File: config.mk
export PLATFORM = sky130hd
export DESIGN_NAME = timer_w_port8_pin_function_select
export DESIGN_NICKNAME = d
export VERILOG_FILES = /design/src/design/pin_sel_pkg.sv /design/src/design/pin_func_decode.sv /design/src/design/timer_w_port8_pin_function_select.sv
export SDC_FILE = /design/constraint.sdc
export NUM_CORES = 1
export LEC_CHECK = 0
export BUFFER_PORTS_ARGS = -buffer_cell sky130_fd_sc_hd__buf_2
export CORE_MARGIN = 2
export CORE_UTILIZATION = 41
export CTS_CLUSTER_SIZE = 20
export DETAILED_ROUTE_END_ITERATION = 10
export MAX_ROUTING_LAYER = met4
export PLACE_DENSITY = 0.77
export SYNTH_ARGS = -nofsm -noshare
export SYNTH_HDL_FRONTEND = slang
export SYNTH_HIERARCHICAL = 1
export SYNTH_SLANG_ARGS = --single-unit
File: constraint.sdc
create_clock -name clk_sys_i -period 1.73 [get_ports clk_sys_i]
set_input_delay 0.0865 -clock clk_sys_i [delete_from_list [all_inputs] [get_ports clk_sys_i]]
set_output_delay 0.0865 -clock clk_sys_i [all_outputs]
set_load 0.01 [all_outputs]
File: src/design/pin_sel_pkg.sv
// Purpose: constants for the timer / port pin function select
// Assumes: one system clock, asynchronous active-low reset
// Notes: channel index 0 = B (pin 2), 1 = C (pin 3), 2 = D (pin 4)
package pin_sel_pkg;
  localparam int unsigned NUM_CHAN = 3;
  localparam int unsigned IO_W     = 3;
  localparam logic [1:0]  RST_FUNC = 2'h0;

  typedef enum logic [1:0] {
    FUNC_PORT_IN  = 2'b00,
    FUNC_PORT_OUT = 2'b01,
    FUNC_COMPARE  = 2'b10,
    FUNC_PWM      = 2'b11
  } pin_func_t;
endpackage

File: src/design/pin_func_decode.sv
`timescale 1ns/1ps
// Purpose: per-channel combinational function decode
// Assumes: inputs come from registers on the same clock
// Notes: identical decode for every channel
module pin_func_decode
  import pin_sel_pkg::*;
(
  // control
  input  wire logic            pwm_sel_i,
  input  wire logic [IO_W-1:0] io_field_i,
  input  wire logic            dir_i,
  // result
  output pin_sel_pkg::pin_func_t func_o
);
  always_comb begin
    if (pwm_sel_i) begin
      func_o = FUNC_PWM;
    end else if (!io_field_i[2] && (io_field_i[1:0] != 2'h0)) begin
      func_o = FUNC_COMPARE;
    end else if (!dir_i) begin
      func_o = FUNC_PORT_IN;
    end else begin
      func_o = FUNC_PORT_OUT;
    end
  end
endmodule

File: src/design/timer_w_port8_pin_function_select.sv
`timescale 1ns/1ps
// Purpose: select function of three shared timer / port pins
// Assumes: control bits, port data and timer outputs are on clk_sys_i;
//          pin input level is asynchronous
// Notes: outputs registered, one cycle after the control change
module timer_w_port8_pin_function_select
  import pin_sel_pkg::*;
(
  // clock and reset
  input  wire logic                clk_sys_i,
  input  wire logic                arst_n_i,
  // control bits, index 0 = B, 1 = C, 2 = D
  input  wire logic [NUM_CHAN-1:0] pwm_select_i,
  input  wire logic [NUM_CHAN-1:0] io_field_bit0_i,
  input  wire logic [NUM_CHAN-1:0] io_field_bit1_i,
  input  wire logic [NUM_CHAN-1:0] io_field_bit2_i,
  input  wire logic [NUM_CHAN-1:0] port_direction_i,
  // internal sources
  input  wire logic [NUM_CHAN-1:0] port_data_i,
  input  wire logic [NUM_CHAN-1:0] compare_out_i,
  input  wire logic [NUM_CHAN-1:0] pwm_out_i,
  // pins
  input  wire logic [NUM_CHAN-1:0] timer_io_pin_i,
  output logic      [NUM_CHAN-1:0] timer_io_pin_o,
  output logic      [NUM_CHAN-1:0] timer_io_pin_oe_o,
  // to port and capture logic
  output logic      [NUM_CHAN-1:0] port_in_o,
  output logic      [NUM_CHAN-1:0] capture_in_o,
  output logic      [NUM_CHAN-1:0] capture_en_o
);
  import pin_sel_pkg::*;

  // ------------------------------------------------------------
  // input synchroniser
  // ------------------------------------------------------------
  logic [NUM_CHAN-1:0] sync1_r, sync2_r;
  always_ff @(posedge clk_sys_i or negedge arst_n_i) begin
    if (!arst_n_i) begin
      sync1_r <= '0;
      sync2_r <= '0;
    end else begin
      sync1_r <= timer_io_pin_i;
      sync2_r <= sync1_r;
    end
  end

  // ------------------------------------------------------------
  // per-channel decode and output registers
  // ------------------------------------------------------------
  pin_func_t           func   [NUM_CHAN];
  pin_func_t           func_r [NUM_CHAN];
  logic [NUM_CHAN-1:0] pin_r, pin_nxt, oe_r, oe_nxt;
  logic [NUM_CHAN-1:0] cap_en_r, cap_en_nxt;
  logic [NUM_CHAN-1:0] port_in_r, cap_in_r;

  genvar g;
  generate
    for (g = 0; g < NUM_CHAN; g++) begin : g_chan
      pin_func_decode u_dec (
        .pwm_sel_i  (pwm_select_i[g]),
        .io_field_i ({io_field_bit2_i[g], io_field_bit1_i[g],
                      io_field_bit0_i[g]}),
        .dir_i      (port_direction_i[g]),
        .func_o     (func[g])
      );

      always_comb begin
        unique case (func[g])
          FUNC_PORT_IN: begin
            pin_nxt[g]    = 1'b0;
            oe_nxt[g]     = 1'b0;
            cap_en_nxt[g] = 1'b1;
          end
          FUNC_PORT_OUT: begin
            pin_nxt[g]    = port_data_i[g];
            oe_nxt[g]     = 1'b1;
            cap_en_nxt[g] = 1'b1;
          end
          FUNC_COMPARE: begin
            pin_nxt[g]    = compare_out_i[g];
            oe_nxt[g]     = 1'b1;
            cap_en_nxt[g] = 1'b0;
          end
          FUNC_PWM: begin
            pin_nxt[g]    = pwm_out_i[g];
            oe_nxt[g]     = 1'b1;
            cap_en_nxt[g] = 1'b0;
          end
        endcase
      end

      always_ff @(posedge clk_sys_i or negedge arst_n_i) begin
        if (!arst_n_i) begin
          func_r[g] <= pin_func_t'(RST_FUNC);
        end else begin
          func_r[g] <= func[g];
        end
      end
    end
  endgenerate

  always_ff @(posedge clk_sys_i or negedge arst_n_i) begin
    if (!arst_n_i) begin
      pin_r     <= '0;
      oe_r      <= '0;
      cap_en_r  <= '1;
      port_in_r <= '0;
      cap_in_r  <= '0;
    end else begin
      pin_r     <= pin_nxt;
      oe_r      <= oe_nxt;
      cap_en_r  <= cap_en_nxt;
      port_in_r <= sync2_r;
      cap_in_r  <= sync2_r & cap_en_nxt;
    end
  end

  assign timer_io_pin_o    = pin_r;
  assign timer_io_pin_oe_o = oe_r;
  assign port_in_o         = port_in_r;
  assign capture_in_o      = cap_in_r;
  assign capture_en_o      = cap_en_r;
endmodule

==> key figures <==
Logic synthesis
  – Unique masters post-synth: 13
  – Synthesis-stage register bit count: 21
  – Ys Warns: 6
  – Post-Synthesis Cells: 48
  – Mean Syn Cell Area: approximately 15 um^2
  – Cell Area, Synth: roughly 700 um^2
  – Sequential area share after synthesis: around three quarters
  – Synth Net Count: 77

Placed design
  – Final weighted congestion in routability-driven placement: roughly 0.64
  – Placed Instance Area: 953 um^2
  – # port buffers: 43

Detailed routing
  – DRC Markers: 0
  – Vias: approximately 540
  – Drt first-iter violations: 6
  – Routed WL: around 1300 um
  – Wire length per cell: around 11 um
  – Post-route ant nets: 0
  – Vias per std cell: 4.64
  – Length of the first detailed-routing pass in iterations: 4

Global route
  – Grt total ovfl: 0
  – Vias in the first global route: 483
  – Initial antenna violation count: 0
  – GRT Resource Usage Total: between 10 and 15%
  – Largest net degree at the start of global routing: 22
  – First-pass GRT wire length: around 2000 um

Clocking
  – CTS Sinks: 21
  – Total CTS buffers: 3
  – Worst-skew pair later-pin latency: roughly 0.30 ns
  – CTS tree: yes
  – CTS root buf: clkbuf_4
  – Clock slew at reported path FFs: ~0.11 ns
  – Post_cts resized: 0
  – CTS H-tree depth: 1
  – Clock Path Buffers: 2
  – Post-CTS Setup Inserts: 0
  – Post-CTS Hold Fix Bufs: 4

Timing
  – Minimum clock period: between 1 and 1.5 ns
  – Tightest Pin Transition: between 0.4 and 0.5 ns
  – Max Fclk: about 0.97 GHz
  – Final setup violating endpoints: 0
  – Pins Over Slew Limit: 0
  – Slew Limit Headroom: 70.7%
  – Final worst-path cycle share: 59.7%
  – Clk_skew: about 0.0088 ns
  – WHS: ~0.024 ns
  – Setup TNS: 0 ns
  – Final Hold Viols: 0
  – RSZ-0062 raised after global routing: no

Setup path
  – CP delay by family, top: flip-flops
  – Arr. time, crit path: ~0.95 ns
  – Critical-path top delay cell: dfstp_2
  – Worst-path cell chain: buf_2
  – Worst path bufs/invs: 1
  – Crit path launch type: register
  – Crit path required time: about 1.6 ns
  – WS Path Type: register to output pin
  – Slowest Stage Delay on Critical Path: 0.53 ns
  – CP endpoint kind: output pin
  – Worst-path fanout max: 1

Power
  – Internal power: slightly below 0.0007 W
  – Register share of total power: between 60% and 70%
  – Max IR drop VDD: between 300 and 400 uV
  – P_sw: a little over 0.0002 W
  – Leak: ~0.56 nW
  – P per Cell Area: about 860 nW/um^2
  – Switch share: 23.4%
  – Logic pwr share: a little over an eighth
  – Clock share of power: a little over a quarter

Die
  – IO Count: 44
  – Height of the die: 45.8 um
  – Die Footprint: approximately 2100 um^2
  – Die width: roughly 46 um
  – Core Area: between 1500 and 2000 um^2
  – Rows: 15
  – Starting Density: 42.4%

Cells and area
  – Fin util: between 60% and 70%
  – Cell area after layout: between 1000 and 1500 um^2
  – Layout cells sized above 1: a little under three fifths
  – Layout area overhead: 42.4%
  – Antenna cell count: 0
  – NumNets Final: around 130

Run status
  – Status: finished, final reports clean

Hold path
  – HP Class: input port to register

Run
  – Maxcap violations: 0
==> flip-flops by register name (all words and copies together) (netlist names) <==
signal,cells
timer_io_pin_o,3
timer_io_pin_oe_o,3
port_in_o,3
sync2_r,3
capture_in_o,3
capture_en_o,3
sync1_r,3
==> synth_stat cells <==
cell type  instances  area share (%)
nand2b_1           3             2.6
and2b_2            2             2.4
nor2b_1            1            0.87
mux2i_1            5             7.0
nand3b_1           1             1.0
or2_2              3             2.6
a21o_1             3             3.1
o21bai_1           3             3.1
dfstp_2            3              11
o21ai_0            1            0.70
nand2_1            2             1.0
inv_1              3             1.6
dfrtp_1           18              63
==> per-stage QoR <==
step | worst slack (ns) | cells | total power [W]
after floorplan | 0.901 | 48 | 0.000587
after global placement | 0.764 | 108 | 0.000649
after detailed placement | 0.712 | 108 | 0.000654
after CTS | 0.696 | 116 | 0.000885
after global routing | 0.652 | 116 | 0.000928
final | 0.697 | 116 | 0.000877
==> logic make-up after synthesis <==
logic type / count (synthesis) / share of synthesized area, %
muxes: 5 / 6.98
and+or+nand+nor: 12 / 10.6
buffers and inverters: 3 / 1.57
DFF: 21 / 73.8
AOI/OAI and AO/OA: 7 / 6.98
==> metal layers <==
metal	track usage (%)	up-vias	share of wire, %
met5	-	-	0
met4	10.3	0	3.2
met3	4.37	4	8.2
met2	23.9	29	51
met1	15.2	246	38
li1	-	259	-
==> cell usage in the layout (no fill, tap or decap) <==
| cell type | instances |
|---|---|
| buf_2 | 43 |
| dfrtp_1 | 18 |
| mux2i_1 | 5 |
| dlygate4sd3_1 | 4 |
| or2_2 | 3 |
| inv_1 | 3 |
| dfstp_2 | 3 |
| clkbuf_4 | 3 |
| o21bai_1 | 3 |
| a21o_1 | 3 |
| nand2b_1 | 3 |
| nand2_1 | 2 |
| and2b_2 | 2 |
| nor2b_1 | 1 |
| nand3b_1 | 1 |
| o21ai_0 | 1 |
| clkinv_2 | 1 |
==> power by group through the flow <==
stage	Clock, W	Combinational (W)	Sequential [W]
final	0.000228	0.000120	0.000530
after global routing	0.000260	0.000135	0.000533
after CTS	0.000233	0.000122	0.000530
after detailed placement	0	0.000114	0.000539
after global placement	0	0.000111	0.000539
after floorplan	0	0.0000344	0.000552
==> path summary, 6_finish.rpt <==
kind	start	cells after the start	end	slack (ns)
max	capture_en_o[1]	1	capture_en_o[1]	0.70
min	compare_out_i[0]	3	timer_io_pin_o[0]	0.02
max reg2reg	sync2_r[0]	1	capture_in_o[0]	1.04
min reg2reg	sync1_r[2]	0	sync2_r[2]	0.36
max in group asynchronous	arst_n_i	2	capture_en_o[0]	1.14
min in group asynchronous	arst_n_i	2	capture_in_o[2]	0.24
==> cell type report <==
| class | count | area, um^2 |
|---|---|---|
| clock buffer | 3 | 22.5 |
| clock inverter | 1 | 5.00 |
| fill | 145 | 668 |
| inverter | 3 | 11.3 |
| multi-input combinational | 24 | 176 |
| sequential | 21 | 529 |
| tap | 17 | 21.3 |
| timing repair buffer | 47 | 255 |
No activity file was read; power rests on OpenSTA's default activity.
